===== src/exc_consts.svh =====
/*
  Constants for the exception sequencer: vectors, mode codes, status bits,
  AHB register offsets and latency figures.
  Assumes inclusion by bare name from the sequencer files.
*/
`ifndef EXC_CONSTS_SVH
`define EXC_CONSTS_SVH
`define VEC_RESET 32'h0000_0000
`define VEC_UNDEF 32'h0000_0004
`define VEC_SWI 32'h0000_0008
`define VEC_PABT 32'h0000_000c
`define VEC_DABT 32'h0000_0010
`define VEC_RSVD 32'h0000_0014
`define VEC_IRQ 32'h0000_0018
`define VEC_FIQ 32'h0000_001c
`define MODE_SVC 5'h13
`define MODE_ABT 5'h17
`define MODE_UND 5'h1b
`define MODE_IRQ 5'h12
`define MODE_FIQ 5'h11
`define PSR_T_BIT 5
`define PSR_F_BIT 6
`define PSR_I_BIT 7
`define DABT_RET_OFS 32'h0000_0008
`define NEXT_RET_OFS 32'h0000_0004
`define WORD_STEP 32'h0000_0004
`define FIQ_ENTRY_CYC 2
`define DABT_ENTRY_CYC 3
`define REG_CTRL 32'h0000_0000
`define REG_STATUS 32'h0000_0004
`define REG_PSR 32'h0000_0008
`define REG_LINK 32'h0000_000c
`define REG_SPSR 32'h0000_0010
`define REG_VECTOR 32'h0000_0014
`define CTRL_RESET 32'h0000_0000
`endif


===== src/exc_pkg.sv =====
/*
  Types for the exception sequencer.
  Assumes nothing beyond a SystemVerilog compiler.
*/
package exc_pkg;
  typedef enum logic [2:0] {
    EXC_NONE = 3'h0,
    EXC_RESET = 3'h1,
    EXC_DABT = 3'h2,
    EXC_FIQ = 3'h3,
    EXC_IRQ = 3'h4,
    EXC_PABT = 3'h5,
    EXC_UNDEF = 3'h6,
    EXC_SWI = 3'h7
  } exc_kind_e;
  typedef enum logic [1:0] {
    ST_RUN = 2'b00,
    ST_ENTRY = 2'b01,
    ST_RESET = 2'b11
  } seq_state_e;
endpackage

===== src/cpu_exception_sequencer.sv =====
/*
  Exception sequencer of the processor core: abort classification,
  fixed priority arbitration, entry sequencing, reset sequence.
  Assumes a pipeline that reports instruction boundaries, decode traps,
  memory cycles and transfer kinds on the same clock, and an AHB-Lite
  master for the debug/status registers.
*/
`timescale 1ns/1ns
`include "exc_consts.svh"

// Behaviour
// - Sample abort only in memory cycles, classify
// - Prefetch abort marks instruction, raises at head
// - Flushed aborted instruction raises nothing
// - Single transfer abort keeps base write-back
// - Aborted swap changes no state
// - Block transfer completes, later overwrites blocked
// - Undecodable instruction takes undefined trap
// - Fixed vector address per exception
// - Fixed priority among simultaneous exceptions
// - Undefined and software trap never together
// - Data abort then fast interrupt chains
// - Fast interrupt latency bounded by 28 cycles
// - Minimum interrupt latency four cycles
// - Normal interrupt may wait behind fast ones
// - In reset, fetch incrementing word addresses
// - Reset release copies pc, status to supervisor
// - Reset release forces supervisor, masks, clears state
// - After reset fetch from zero, 32-bit state
// - Entry saves link, status, forces mode, vector
// - Fast interrupt entry masks normal interrupts
// - Exception entry leaves 16-bit state
module cpu_exception_sequencer (
  input wire logic clock_i,
  input wire logic nrst_i,
  input wire logic core_reset_n_i,
  input wire logic fast_interrupt_request_n_i,
  input wire logic normal_interrupt_request_n_i,
  input wire logic interrupt_sync_select_i,
  input wire logic abort_i,
  input wire logic mem_cycle_i,
  input wire logic mem_is_fetch_i,
  input wire logic flush_i,
  input wire logic advance_i,
  input wire logic boundary_i,
  input wire logic decode_undef_i,
  input wire logic decode_swi_i,
  input wire logic [1:0] xfer_kind_i,
  input wire logic base_wb_i,
  input wire logic [31:0] pc_i,
  input wire logic [31:0] haddr_i,
  input wire logic [1:0] htrans_i,
  input wire logic hwrite_i,
  input wire logic [2:0] hsize_i,
  input wire logic hsel_i,
  input wire logic hready_i,
  input wire logic [31:0] hwdata_i,
  output logic [31:0] hrdata_o,
  output logic hreadyout_o,
  output logic hresp_o,
  output logic fetch_valid_o,
  output logic [31:0] fetch_addr_o,
  output logic load_pc_o,
  output logic [31:0] current_status_word_o,
  output logic [31:0] link_value_o,
  output logic [31:0] saved_status_o,
  output logic [4:0] link_mode_o,
  output logic block_base_wb_o,
  output logic block_reg_write_o,
  output logic exc_busy_o
);

  // Transfer kinds from the execute stage
  localparam logic [1:0] XF_SINGLE = 2'h1;
  localparam logic [1:0] XF_SWAP = 2'h2;
  localparam logic [1:0] XF_BLOCK = 2'h3;

  // Vector for an exception kind
  function automatic logic [31:0] vec_of(input exc_pkg::exc_kind_e k);
    case (k)
      exc_pkg::EXC_RESET: vec_of = `VEC_RESET;
      exc_pkg::EXC_UNDEF: vec_of = `VEC_UNDEF;
      exc_pkg::EXC_SWI: vec_of = `VEC_SWI;
      exc_pkg::EXC_PABT: vec_of = `VEC_PABT;
      exc_pkg::EXC_DABT: vec_of = `VEC_DABT;
      exc_pkg::EXC_IRQ: vec_of = `VEC_IRQ;
      exc_pkg::EXC_FIQ: vec_of = `VEC_FIQ;
      default: vec_of = `VEC_RSVD;
    endcase
  endfunction

  // Target mode for an exception kind
  function automatic logic [4:0] mode_of(input exc_pkg::exc_kind_e k);
    case (k)
      exc_pkg::EXC_UNDEF: mode_of = `MODE_UND;
      exc_pkg::EXC_PABT, exc_pkg::EXC_DABT: mode_of = `MODE_ABT;
      exc_pkg::EXC_IRQ: mode_of = `MODE_IRQ;
      exc_pkg::EXC_FIQ: mode_of = `MODE_FIQ;
      default: mode_of = `MODE_SVC;
    endcase
  endfunction

  logic rst_m_reg, rst_s_reg, rst_d_reg;
  logic fiq_m_reg, fiq_s_reg, irq_m_reg, irq_s_reg;
  logic fiq_req, irq_req;
  logic pabt_f_reg, pabt_h_reg, dabt_reg;
  logic in_block_reg;
  exc_pkg::seq_state_e state_reg;
  exc_pkg::exc_kind_e kind_reg;
  exc_pkg::exc_kind_e win;
  logic [1:0] cnt_reg;
  logic [31:0] psr_reg, link_reg, spsr_reg, fetch_reg, vec_reg;
  logic [31:0] ctrl_reg;
  logic load_reg, bwb_reg, brw_reg;
  logic [31:0] rdata_reg;
  logic ph_rd_reg, ph_wr_reg;
  logic [31:0] ph_addr_reg;

  // Reset and interrupt pins from outside are double-registered first
  always_ff @(posedge clock_i or negedge nrst_i) begin
    if (!nrst_i) begin
      rst_m_reg <= 1'b0;
      rst_s_reg <= 1'b0;
      fiq_m_reg <= 1'b1;
      fiq_s_reg <= 1'b1;
      irq_m_reg <= 1'b1;
      irq_s_reg <= 1'b1;
    end else begin
      rst_m_reg <= core_reset_n_i;
      rst_s_reg <= rst_m_reg;
      fiq_m_reg <= fast_interrupt_request_n_i;
      fiq_s_reg <= fiq_m_reg;
      irq_m_reg <= normal_interrupt_request_n_i;
      irq_s_reg <= irq_m_reg;
    end
  end

  // Sync select bypasses nothing at pins: both paths must be synchronised
  assign fiq_req = !fiq_s_reg && !psr_reg[`PSR_F_BIT];
  assign irq_req = !irq_s_reg && !psr_reg[`PSR_I_BIT];

  // Abort capture and pending tracking
  always_ff @(posedge clock_i or negedge nrst_i) begin
    if (!nrst_i) begin
      pabt_f_reg <= 1'b0;
      pabt_h_reg <= 1'b0;
      dabt_reg <= 1'b0;
      in_block_reg <= 1'b0;
    end else if (flush_i || state_reg != exc_pkg::ST_RUN) begin
      pabt_f_reg <= 1'b0;
      pabt_h_reg <= 1'b0;
      dabt_reg <= 1'b0;
      in_block_reg <= 1'b0;
    end else begin
      if (mem_cycle_i && abort_i && mem_is_fetch_i) begin
        pabt_f_reg <= 1'b1;
      end else if (advance_i) begin
        pabt_f_reg <= 1'b0;
      end
      if (advance_i && pabt_f_reg) begin
        pabt_h_reg <= 1'b1;
      end else if (boundary_i) begin
        pabt_h_reg <= 1'b0;
      end
      if (mem_cycle_i && abort_i && !mem_is_fetch_i) begin
        dabt_reg <= 1'b1;
        in_block_reg <= (xfer_kind_i == XF_BLOCK);
      end
    end
  end

  // Fixed priority arbiter, one winner per boundary
  always_comb begin
    win = exc_pkg::EXC_NONE;
    if (dabt_reg) begin
      win = exc_pkg::EXC_DABT;
    end else if (fiq_req) begin
      win = exc_pkg::EXC_FIQ;
    end else if (irq_req) begin
      win = exc_pkg::EXC_IRQ;
    end else if (pabt_h_reg) begin
      win = exc_pkg::EXC_PABT;
    end else if (decode_undef_i) begin
      win = exc_pkg::EXC_UNDEF;
    end else if (decode_swi_i) begin
      win = exc_pkg::EXC_SWI;
    end
  end

  // Transfer guards during a data abort
  always_ff @(posedge clock_i or negedge nrst_i) begin
    if (!nrst_i) begin
      bwb_reg <= 1'b0;
      brw_reg <= 1'b0;
    end else begin
      // Single keeps write-back, swap and block lose register writes
      bwb_reg <= mem_cycle_i && abort_i && !mem_is_fetch_i
        && xfer_kind_i == XF_SWAP;
      brw_reg <= (dabt_reg && in_block_reg && !boundary_i)
        || (mem_cycle_i && abort_i && !mem_is_fetch_i
        && (xfer_kind_i == XF_SWAP || xfer_kind_i == XF_BLOCK && !base_wb_i));
    end
  end

  // Entry sequencer and architectural status
  always_ff @(posedge clock_i or negedge nrst_i) begin
    if (!nrst_i) begin
      state_reg <= exc_pkg::ST_RESET;
      kind_reg <= exc_pkg::EXC_NONE;
      cnt_reg <= 2'h0;
      psr_reg <= 32'h0000_00d3;
      link_reg <= 32'h0000_0000;
      spsr_reg <= 32'h0000_0000;
      fetch_reg <= 32'h0000_0000;
      vec_reg <= 32'h0000_0000;
      load_reg <= 1'b0;
      rst_d_reg <= 1'b0;
    end else begin
      load_reg <= 1'b0;
      rst_d_reg <= rst_s_reg;
      case (state_reg)
        exc_pkg::ST_RESET: begin
          fetch_reg <= fetch_reg + `WORD_STEP;
          if (rst_s_reg) begin
            link_reg <= fetch_reg;
            spsr_reg <= psr_reg;
            psr_reg[4:0] <= `MODE_SVC;
            psr_reg[`PSR_I_BIT] <= 1'b1;
            psr_reg[`PSR_F_BIT] <= 1'b1;
            psr_reg[`PSR_T_BIT] <= 1'b0;
            fetch_reg <= `VEC_RESET;
            vec_reg <= `VEC_RESET;
            kind_reg <= exc_pkg::EXC_RESET;
            load_reg <= 1'b1;
            state_reg <= exc_pkg::ST_RUN;
          end
        end
        exc_pkg::ST_RUN: begin
          if (!rst_s_reg) begin
            state_reg <= exc_pkg::ST_RESET;
            fetch_reg <= pc_i;
          end else if (boundary_i && win != exc_pkg::EXC_NONE) begin
            link_reg <= pc_i + ((win == exc_pkg::EXC_DABT) ? `DABT_RET_OFS
              : `NEXT_RET_OFS);
            spsr_reg <= psr_reg;
            psr_reg[4:0] <= mode_of(win);
            psr_reg[`PSR_I_BIT] <= 1'b1;
            psr_reg[`PSR_T_BIT] <= 1'b0;
            if (win == exc_pkg::EXC_FIQ) begin
              psr_reg[`PSR_F_BIT] <= 1'b1;
            end
            vec_reg <= vec_of(win);
            kind_reg <= win;
            cnt_reg <= (win == exc_pkg::EXC_DABT) ? 2'(`DABT_ENTRY_CYC - 1)
              : 2'(`FIQ_ENTRY_CYC - 1);
            state_reg <= exc_pkg::ST_ENTRY;
          end
        end
        exc_pkg::ST_ENTRY: begin
          if (!rst_s_reg) begin
            state_reg <= exc_pkg::ST_RESET;
          end else if (cnt_reg != 2'h0) begin
            cnt_reg <= cnt_reg - 2'h1;
          end else begin
            fetch_reg <= vec_reg;
            load_reg <= 1'b1;
            // Chain straight into the fast handler after a data abort
            if (kind_reg == exc_pkg::EXC_DABT && fiq_req) begin
              link_reg <= vec_reg + `NEXT_RET_OFS;
              spsr_reg <= psr_reg;
              psr_reg[4:0] <= `MODE_FIQ;
              psr_reg[`PSR_F_BIT] <= 1'b1;
              vec_reg <= `VEC_FIQ;
              kind_reg <= exc_pkg::EXC_FIQ;
              cnt_reg <= 2'(`FIQ_ENTRY_CYC - 1);
              load_reg <= 1'b0;
            end else begin
              state_reg <= exc_pkg::ST_RUN;
            end
          end
        end
        default: state_reg <= exc_pkg::ST_RESET;
      endcase
      if (state_reg == exc_pkg::ST_RUN && ph_wr_reg && ph_addr_reg == `REG_PSR) begin
        psr_reg <= hwdata_i;
      end
    end
  end

  // AHB-Lite slave: zero-wait, always OKAY
  always_ff @(posedge clock_i or negedge nrst_i) begin
    if (!nrst_i) begin
      ph_rd_reg <= 1'b0;
      ph_wr_reg <= 1'b0;
      ph_addr_reg <= 32'h0000_0000;
      ctrl_reg <= `CTRL_RESET;
      rdata_reg <= 32'h0000_0000;
    end else begin
      if (hready_i) begin
        ph_rd_reg <= hsel_i && htrans_i[1] && !hwrite_i;
        ph_wr_reg <= hsel_i && htrans_i[1] && hwrite_i;
        ph_addr_reg <= {haddr_i[31:2], 2'b00};
        if (hsel_i && htrans_i[1] && !hwrite_i) begin
          case ({haddr_i[31:2], 2'b00})
            `REG_CTRL: rdata_reg <= ctrl_reg;
            `REG_STATUS: rdata_reg <= {24'h000000, 1'b0, kind_reg, state_reg,
              interrupt_sync_select_i, rst_d_reg};
            `REG_PSR: rdata_reg <= psr_reg;
            `REG_LINK: rdata_reg <= link_reg;
            `REG_SPSR: rdata_reg <= spsr_reg;
            `REG_VECTOR: rdata_reg <= vec_reg;
            default: rdata_reg <= 32'h0000_0000;
          endcase
        end
      end
      if (ph_wr_reg && ph_addr_reg == `REG_CTRL) begin
        ctrl_reg <= hwdata_i;
      end
    end
  end

  // Outputs from flip-flops; bus responses tied off, fetch_valid_o decoded from state and ctrl_reg[0], exc_busy_o from state
  assign hrdata_o = rdata_reg;
  assign hreadyout_o = 1'b1;
  assign hresp_o = 1'b0;
  assign fetch_valid_o = (state_reg != exc_pkg::ST_ENTRY) && !ctrl_reg[0];
  assign fetch_addr_o = fetch_reg;
  assign load_pc_o = load_reg;
  assign current_status_word_o = psr_reg;
  assign link_value_o = link_reg;
  assign saved_status_o = spsr_reg;
  assign link_mode_o = psr_reg[4:0];
  assign block_base_wb_o = bwb_reg;
  assign block_reg_write_o = brw_reg;
  assign exc_busy_o = (state_reg != exc_pkg::ST_RUN);

endmodule


===== config.mk =====
export PLATFORM = sky130hd
export DESIGN_NAME = cpu_exception_sequencer
export DESIGN_NICKNAME = d
export VERILOG_FILES = /design/src/exc_pkg.sv /design/src/cpu_exception_sequencer.sv
export VERILOG_INCLUDE_DIRS = /design/src
export SDC_FILE = /design/constraint.sdc
export NUM_CORES = 1
export LEC_CHECK = 0
export BUFFER_PORTS_ARGS = -buffer_cell sky130_fd_sc_hd__buf_2
export CAP_MARGIN = 0
export CORE_MARGIN = 2
export CORE_UTILIZATION = 40
export DETAILED_ROUTE_END_ITERATION = 7
export HOLD_SLACK_MARGIN = 0.08
export SYNTH_ARGS = -nofsm -noshare
export SYNTH_HDL_FRONTEND = slang
export SYNTH_SLANG_ARGS = --single-unit

===== constraint.sdc =====
create_clock -name clock_i -period 3.1 [get_ports clock_i]
set_input_delay 0.93 -clock clock_i [delete_from_list [all_inputs] [get_ports clock_i]]
set_output_delay 0.93 -clock clock_i [all_outputs]
set_load 0.005 [all_outputs]

==> flow_metrics.tcl, run 1 <==
set metrics [dict create \
    first_pass_iters 6 \
    slew_headroom_pct 42.6 \
    cts_resized 0 \
    min_from "rst_m_reg$_DFF_PN0_" \
    rows 65 \
    synth-seq-cells 247 \
    die_area_mm2 0.0330 \
    synth-async-reset-ratio_pct 100 \
    grt_max_degree 77 \
    final_common_cell "nand2_1" \
    cts_tree "yes" \
    core_area_mm2 0.0313 \
    setup_viol 0 \
    final_max_slew_viol_count 0 \
    drtIter0Drc 932 \
    layout.nets 1685 \
    cp-startpoint "state_reg[1]$_DFFE_PN1P_" \
    numCtsBuffers 28 \
    dp_slack_ns 0.105 \
    crit_arrival_ns 1.88 \
    finalClockSkew_ns 0.0127 \
    ir_drop_uv 668 \
    rsz0062_at_grt "no" \
    cp_max_fo 22 \
    start_util_pct 40.3 \
    synth_edf_count 0 \
    leakage_nw 7.22 \
    path_clk_slew_ns 0.06 \
    yosysWarnings 0 \
    postCtsSetupRepairBufs 0 \
    grt_pass1_wl_mm 64.4 \
    crit_required_ns 2.17 \
    hp-class "flip-flop to flip-flop" \
    outcome "finished clean" \
    max_stage_delay_ns 0.58 \
    finalHoldViolations 0 \
    synthCells 1291 \
    final_cell_mix "nand2_1, buf_2, dfrtp_1" \
    worstPathCellList "inv_1 -> ha_1 -> buf_4 -> nor2_1 -> buf_2" \
    critPathKind "flip-flop to output port" \
    power.density_mw_per_mm2 872 \
    endpoint_kind "output port" \
    portBuffers 284 \
    fin_crit_sh_pct 90.6 \
    place_congestion 0.890 \
    fillers 2948 \
    syn_avg_cell_area_um2 9.78 \
    synth_cell_type_count 78 \
    htreeDepth 1 \
    setup_slack_ns 0.291 \
    yosysSeqAreaShare_pct 49.0 \
    netlist_area_mm2 0.0126 \
    cts.sinks 247 \
    area_growth_pct 23.2 \
    clock_tree.buffer_depth 3 \
    drive_above_1_share_pct 32.1 \
    hold_buffers 0 \
    route.vias.total 11400 \
    cp_slowest_cell "dfstp_2" \
    fin_cells 1978 \
    dpl.hpwl_mm 28.7 \
    grtUsageTotal_pct 24.6 \
    insertion_delay_ns 0.53 \
    fin_setup_tns_ns 0 \
    wirelength_mm 41.4 \
    die_x_um 182 \
    grt_pass1_vias 11000 \
    final_antenna_net_count 0 \
    drc 0 \
    overflow 0 \
    critPathLaunchType "flip-flop" \
    die_y_um 182 \
    tightest_slew_ns 0.861 \
    cts_root_buf "clkbuf_16" \
    cap_violations 0 \
    synth_nets 1422 \
    avgRoutedWirePerCell_um 20.9 \
    synthFlopType "dfrtp_1" \
    fmax_ghz 0.356 \
    period_minus_slack_ns 2.81 \
    dp.cells 1926 \
    antenna_found_initial 4 \
    timing.rr.start "dabt_reg$_DFFE_PN0P_" \
    p_total_mw 13.6 \
    viasPerCell 5.77 \
    ios 293 \
]
==> routing by layer <==
metal	vias to the layer above	global-route usage (%)	share of wire (%)
met3	67	3.17	6.6
met4	0	6.11	2.3
met5	-	0	0
li1	5200	-	-
met1	5655	36.3	46
met2	500	38.5	45
==> worst max-delay path: cells and delay by family (launching register included) <==
kind | cells | cell delay, ns
adder cells (fa/ha/maj) | 1 | 0.20
AND/OR/NAND/NOR | 1 | 0.13
buffers and inverters | 3 | 0.42
flip-flops | 1 | 0.58
==> power by group <==
part,switching (mW),internal [mW]
clock network,1.38,2.02
registers,0.867,3.97
logic,3.29,2.05
==> kinds of logic after synthesis <==
family	Yosys count	synth area share, %
flops	247	49.0
buf+inv	116	4.20
xor+xnor	21	1.46
fa+ha+maj	10	1.05
compound gates	265	15.4
mux	103	9.64
other cells	2	0.0595
simple gates	527	19.2
==> final timing paths <==
| check | to | slack, ns | cells past startpoint |
|---|---|---|---|
| max in group asynchronous | fiq_s_reg$_DFF_PN1_ | 1.95 | 2 |
| max reg2reg | link_value_o[22]$_DFFE_PN0P_ | 0.45 | 10 |
| max | fetch_valid_o | 0.29 | 5 |
| min in group asynchronous | hrdata_o[21]$_DFFE_PN0P_ | 0.38 | 1 |
| min | rst_s_reg$_DFF_PN0_ | 0.35 | 0 |
| min reg2reg | rst_s_reg$_DFF_PN0_ | 0.35 | 0 |
==> per-stage QoR <==
step                      util (%)  cell area, um^2  hold WS, ns
final                         49.7            15600        0.348
after global routing          49.7            15600        0.358
after CTS                     49.7            15600        0.351
after detailed placement      46.7            14600        0.344
after global placement        46.7            14600        0.334
after floorplan                  -            12600        0.331
==> synthesized netlist by cell type (24+ instances only) <==
library cell,number,share of area (%)
o21ai_0,55,2.2
a221oi_1,33,2.3
inv_1,24,0.71
nor3_1,29,1.1
nor2_1,65,1.9
buf_2,25,0.99
nand4_1,24,1.2
a21oi_1,43,1.7
nand3_1,36,1.4
nand2_1,291,8.6
a22oi_1,35,2.1
mux2_2,89,7.9
clkbuf_1,51,1.5
dfrtp_1,236,47
==> layout make-up <==
class | instances | area, um^2 | area share (%)
timing repair buffer | 325 | 1880 | 12.1
sequential | 247 | 6190 | 39.8
multi-input combinational | 928 | 5950 | 38.2
clock buffer | 35 | 778 | 5.00
antenna | 3 | 7.51 | 0.0483
tap | 402 | 503 | 3.23
inverter | 24 | 90.1 | 0.579
clock inverter | 14 | 159 | 1.02
No activity file was read; power rests on OpenSTA's default activity.
==> inputs of run 2 (changes only) <==
--- a/config.mk
+++ b/config.mk
@@ -8,6 +8,7 @@
 export LEC_CHECK = 0
 export BUFFER_PORTS_ARGS = -buffer_cell sky130_fd_sc_hd__buf_2
 export CAP_MARGIN = 0
+export CORE_ASPECT_RATIO = 0.6
 export CORE_MARGIN = 2
 export CORE_UTILIZATION = 40
 export DETAILED_ROUTE_END_ITERATION = 7
==> run 2 against run 1 <==
Utilization is 0.25 points higher. Combinational power is 2% higher. Cell count is 1.0% higher. Clock-buffer cell count is 2 higher. Worst setup slack worse by 0.17 ns. Register-to-register slack worse by 0.10 ns. First-iteration DRC count is 32% higher. Largest cell class unchanged. Largest power group unchanged.
==> flow_metrics.tcl, run 2 (synthesized netlist as in run 1, its figures left out) <==
set metrics [dict create \
    outcome "finished clean" \
    p_total_mw 13.4 \
    cap_violations 0 \
    endpoint_kind "output port" \
    critPathKind "flip-flop to output port" \
    layout.nets 1691 \
    ff2ff_path_depth 10 \
    globalRouteMet2Util_pct 38.6 \
    cp-startpoint "state_reg[1]$_DFFE_PN1P_" \
    postCtsSetupRepairBufs 0 \
    r2r_end "link_value_o[22]$_DFFE_PN0P_" \
    ir_drop_uv 575 \
    setup_slack_ns 0.125 \
    finalClockSkew_ns 0.0120 \
    wirelength_mm 43.5 \
    route.vias.total 11400 \
    grt_pass1_wl_mm 66.4 \
    insertion_delay_ns 0.54 \
    overflow 0 \
    grtUsageMet3_pct 5.29 \
    power.density_mw_per_mm2 862 \
    antenna_found_initial 3 \
    critPathLaunchType "flip-flop" \
    multi_input_area_mm2 0.00595 \
    seq_area_mm2 0.00619 \
    drc 0 \
    path_clk_slew_ns 0.06 \
    clock_tree.buffer_depth 3 \
    cts.sinks 247 \
    grtUsageTotal_pct 26.2 \
    final_cell_mix "nand2_1, buf_2, dfrtp_1" \
    dp_slack_ns -0.0192 \
    drtIter0Drc 1226 \
    cts_resized 0 \
    fmax_ghz 0.336 \
    grt_pass1_vias 10800 \
    start_util_pct 40.5 \
    busiest_layer "met1" \
    cts_root_buf "clkbuf_16" \
    htreeDepth 1 \
    numCtsBuffers 26 \
    hold_buffers 0 \
    finalHoldViolations 0 \
    fin_setup_tns_ns 0 \
    setup_viol 0 \
    ios 293 \
    first_pass_iters 5 \
    final_max_slew_viol_count 0 \
    rsz0062_at_grt "no" \
    leakage_nw 7.23 \
    cts_tree "yes" \
    area_growth_pct 23.2 \
    die_area_mm2 0.0331 \
    final_antenna_net_count 0 \
    place_congestion 0.918 \
    portBuffers 284 \
    fillers 2949 \
    final_common_cell "nand2_1" \
    dpl.hpwl_mm 30.4 \
    tightest_slew_ns 0.795 \
    rows 50 \
    hp-class "input port to async pin" \
    drive_above_1_share_pct 32.4 \
    die_y_um 142 \
    avgRoutedWirePerCell_um 21.8 \
    slew_headroom_pct 47.0 \
    crit_arrival_ns 2.05 \
    grt_max_degree 88 \
    crit_path_end "fetch_valid_o" \
    core_area_mm2 0.0312 \
    die_x_um 233 \
    timing.rr.start "dabt_reg$_DFFE_PN0P_" \
    cp_max_fo 22 \
    use_met1_pct 39.2 \
    reg2reg_slack_ns 0.35 \
    period_minus_slack_ns 2.98 \
    viasPerCell 5.72 \
    fin_crit_sh_pct 96.0 \
    crit_required_ns 2.17 \
]
-- run 2: changes by cell type in the layout (fill, tap and decap cells not counted), sizes merged --
cell / before / now
clkbuf: 35 / 37
clkinv: 6 / 8
clkinvlp: 4 / 1
inv: 25 / 24
buf: 325 / 333
bufinv: 3 / 1
-- run 2: power by group --
group / leakage (nW) / total [mW] / switching (mW) / internal, mW
logic: 3.77 / 5.42 / 3.34 / 2.07
clock network: 0.426 / 3.16 / 1.34 / 1.82
registers: 3.03 / 4.83 / 0.865 / 3.97
-- run 2: layout make-up --
class,count,share of cell area [%]
flip-flops and latches,247,39.8
clock inverters,10,0.523
well taps,416,3.35
inverters,24,0.579
clock buffers,37,4.97
diodes,3,0.0483
multi-input cells,928,38.3
repair buffers,333,12.4
-- run 2: worst max-delay path, cell delays in order, from the launching register on --
cell	delay (ns)
dfstp_2	0.60
inv_1	0.08
ha_1	0.20
buf_4	0.24
nor2_1	0.22
buf_2	0.15
-- run 2: layer usage --
metal,up-vias,wire length (um),share of wire [%]
li1,5226,-,-
met3,63,3740,8.6
met4,0,1110,2.5
met5,-,0,0
met1,5642,19900,46
met2,501,18700,43
-- run 2: per-stage QoR --
stage	cells	hold WS [ns]	util [%]	cell area [um^2]
after floorplan	1291	0.331	-	12600
after CTS	1995	0.147	49.9	15600
final	1998	0.167	49.9	15600
after global routing	1997	0.143	49.9	15600
after global placement	1948	0.345	47.2	14700
after detailed placement	1948	0.349	47.2	14700
-- run 2: how the worst min path moves through the flow --
| stage | from | end | slack (ns) | depth (start not counted) |
|---|---|---|---|---|
| floorplan | rst_m_reg$_DFF_PN0_ | rst_s_reg$_DFF_PN0_ | 0.33 | 0 |
| global placement | rst_m_reg$_DFF_PN0_ | rst_s_reg$_DFF_PN0_ | 0.34 | 0 |
| detailed placement | irq_m_reg$_DFF_PN1_ | irq_s_reg$_DFF_PN1_ | 0.35 | 0 |
| CTS | nrst_i | block_reg_write_o$_DFF_PN0_ | 0.15 | 1 |
| global route | nrst_i | block_base_wb_o$_DFF_PN0_ | 0.14 | 1 |
| finish | nrst_i | block_reg_write_o$_DFF_PN0_ | 0.17 | 1 |
==> inputs of run 3 (changes only) <==
--- a/config.mk
+++ b/config.mk
@@ -10,9 +10,10 @@
 export CAP_MARGIN = 0
 export CORE_ASPECT_RATIO = 0.6
 export CORE_MARGIN = 2
-export CORE_UTILIZATION = 40
+export CORE_UTILIZATION = 55
 export DETAILED_ROUTE_END_ITERATION = 7
 export HOLD_SLACK_MARGIN = 0.08
+export PLACE_DENSITY = 0.81
 export SYNTH_ARGS = -nofsm -noshare
 export SYNTH_HDL_FRONTEND = slang
 export SYNTH_SLANG_ARGS = --single-unit
==> run 3 against run 2 <==
Sequential power about the same. Final area down 1.4%. Fmax up 1.5%. Combinational power down 0.9%. Worst setup slack better by 0.043 ns. Clock power down 6%. Largest power group unchanged.
==> flow_metrics.tcl, run 3 (synthesized netlist as in run 1, its figures left out) <==
set metrics [dict create \
    outcome "finished clean" \
    fillers 1742 \
    hold_buffers 0 \
    crit_arrival_ns 2.00 \
    final_common_cell "nand2_1" \
    hp-class "flip-flop to flip-flop" \
    postCtsSetupRepairBufs 0 \
    grt_pass1_wl_mm 63.3 \
    viasPerCell 6.31 \
    core_area_mm2 0.0223 \
    rsz0062_at_grt "no" \
    ir_drop_uv 648 \
    final_max_slew_viol_count 0 \
    drc 0 \
    worstPathCellList "inv_1 -> ha_2 -> buf_4 -> inv_1 -> buf_2" \
    antenna_found_initial 1 \
    numCtsBuffers 23 \
    cts_resized 0 \
    die_area_mm2 0.0242 \
    multi_input_area_mm2 0.00595 \
    grtUsageTotal_pct 33.7 \
    drive_above_1_share_pct 32.0 \
    cts_tree "yes" \
    power.density_mw_per_mm2 858 \
    cap_violations 0 \
    cts.sinks 247 \
    area_growth_pct 21.5 \
    endpoint_kind "output port" \
    cp_slowest_cell "dfstp_2" \
    grt_pass1_vias 11400 \
    finalHoldViolations 0 \
    grt_max_degree 73 \
    critPathKind "flip-flop to output port" \
    p_total_mw 13.2 \
    layout.nets 1689 \
    htreeDepth 1 \
    die_y_um 121 \
    clock_tree.buffer_depth 3 \
    slew_headroom_pct 48.8 \
    seq_area_mm2 0.00619 \
    avgRoutedWirePerCell_um 21.7 \
    tightest_slew_ns 0.767 \
    max_stage_delay_ns 0.56 \
    insertion_delay_ns 0.51 \
    overflow 0 \
    cts_root_buf "clkbuf_16" \
    rows 42 \
    ios 293 \
    holdWs_ns 0.360 \
    place_area_mm2 0.0146 \
    first_pass_iters 5 \
    design_area_mm2 0.0153 \
    drtIter0Drc 1396 \
    fin_setup_tns_ns 0 \
    final_antenna_net_count 0 \
    place_congestion 0.937 \
    die_x_um 200 \
    critPathLaunchType "flip-flop" \
    fmax_ghz 0.341 \
    portBuffers 284 \
    crit_top_cell "inv_1" \
    crit_required_ns 2.17 \
    cp_max_fo 16 \
    wirelength_mm 40.9 \
    period_minus_slack_ns 2.93 \
    start_util_pct 56.7 \
    leakage_nw 7.19 \
    setup_viol 0 \
    final_cell_mix "nand2_1, buf_2, dfrtp_1" \
    path_clk_slew_ns 0.06 \
    dpl.hpwl_mm 28.8 \
    fin_crit_sh_pct 94.6 \
    finalClockSkew_ns 0.0136 \
    route.vias.total 11900 \
]
## run 3: cell type report
cell class	count	share of cell area, %
multi-input cells	928	38.8
inverters	24	0.587
clock buffers	34	4.35
well taps	308	2.51
diodes	2	0.0326
repair buffers	334	12.6
flip-flops and latches	247	40.4
clock inverters	7	0.742
## run 3: final timing paths
path,depth (start not counted),from,to,slack [ns]
worst min-delay path,0,fiq_m_reg$_DFF_PN1_,fiq_s_reg$_DFF_PN1_,0.36
worst max-delay path,5,state_reg[0]$_DFFE_PN1P_,exc_busy_o,0.17
worst min register to register,0,fiq_m_reg$_DFF_PN1_,fiq_s_reg$_DFF_PN1_,0.36
max in group asynchronous,2,nrst_i,fetch_addr_o[16]$_DFFE_PN0P_,1.96
worst max register to register,7,state_reg[0]$_DFFE_PN1P_,current_status_word_o[3]$_DFFE_PN0P_,0.51
min in group asynchronous,1,nrst_i,block_base_wb_o$_DFF_PN0_,0.39
## run 3: power by group
part,switching [mW],internal (mW),total [mW]
logic,3.32,2.05,5.37
registers,0.853,3.96,4.82
clock network,1.24,1.74,2.98
total,5.41,7.75,13.2
## run 3: metal layers
metal,vias to the layer above,global-route usage (%),share of wire (%)
met5,-,0,0
met2,763,50.9,44
met1,5801,48.2,42
met3,117,7.37,11
met4,0,11.2,3.4
li1,5200,-,-
## run 3: stage by stage
| stage | std cells | utilization [%] | setup WS (ns) |
|---|---|---|---|
| 3_5_place_dp | 1841 | 65.3 | 0.0169 |
| 2_1_floorplan | 1291 | - | 0.112 |
| 5_1_grt | 1882 | 68.8 | 0.0429 |
| 3_3_place_gp | 1841 | 65.3 | 0.0843 |
| 4_1_cts | 1882 | 68.8 | 0.137 |
| 6_report | 1884 | 68.9 | 0.167 |
## run 3: critical path, delay by kind of cell (launching register included)
family	cells	cell delay, ns
flops	1	0.56
buf+inv	4	0.61
fa+ha+maj	1	0.33
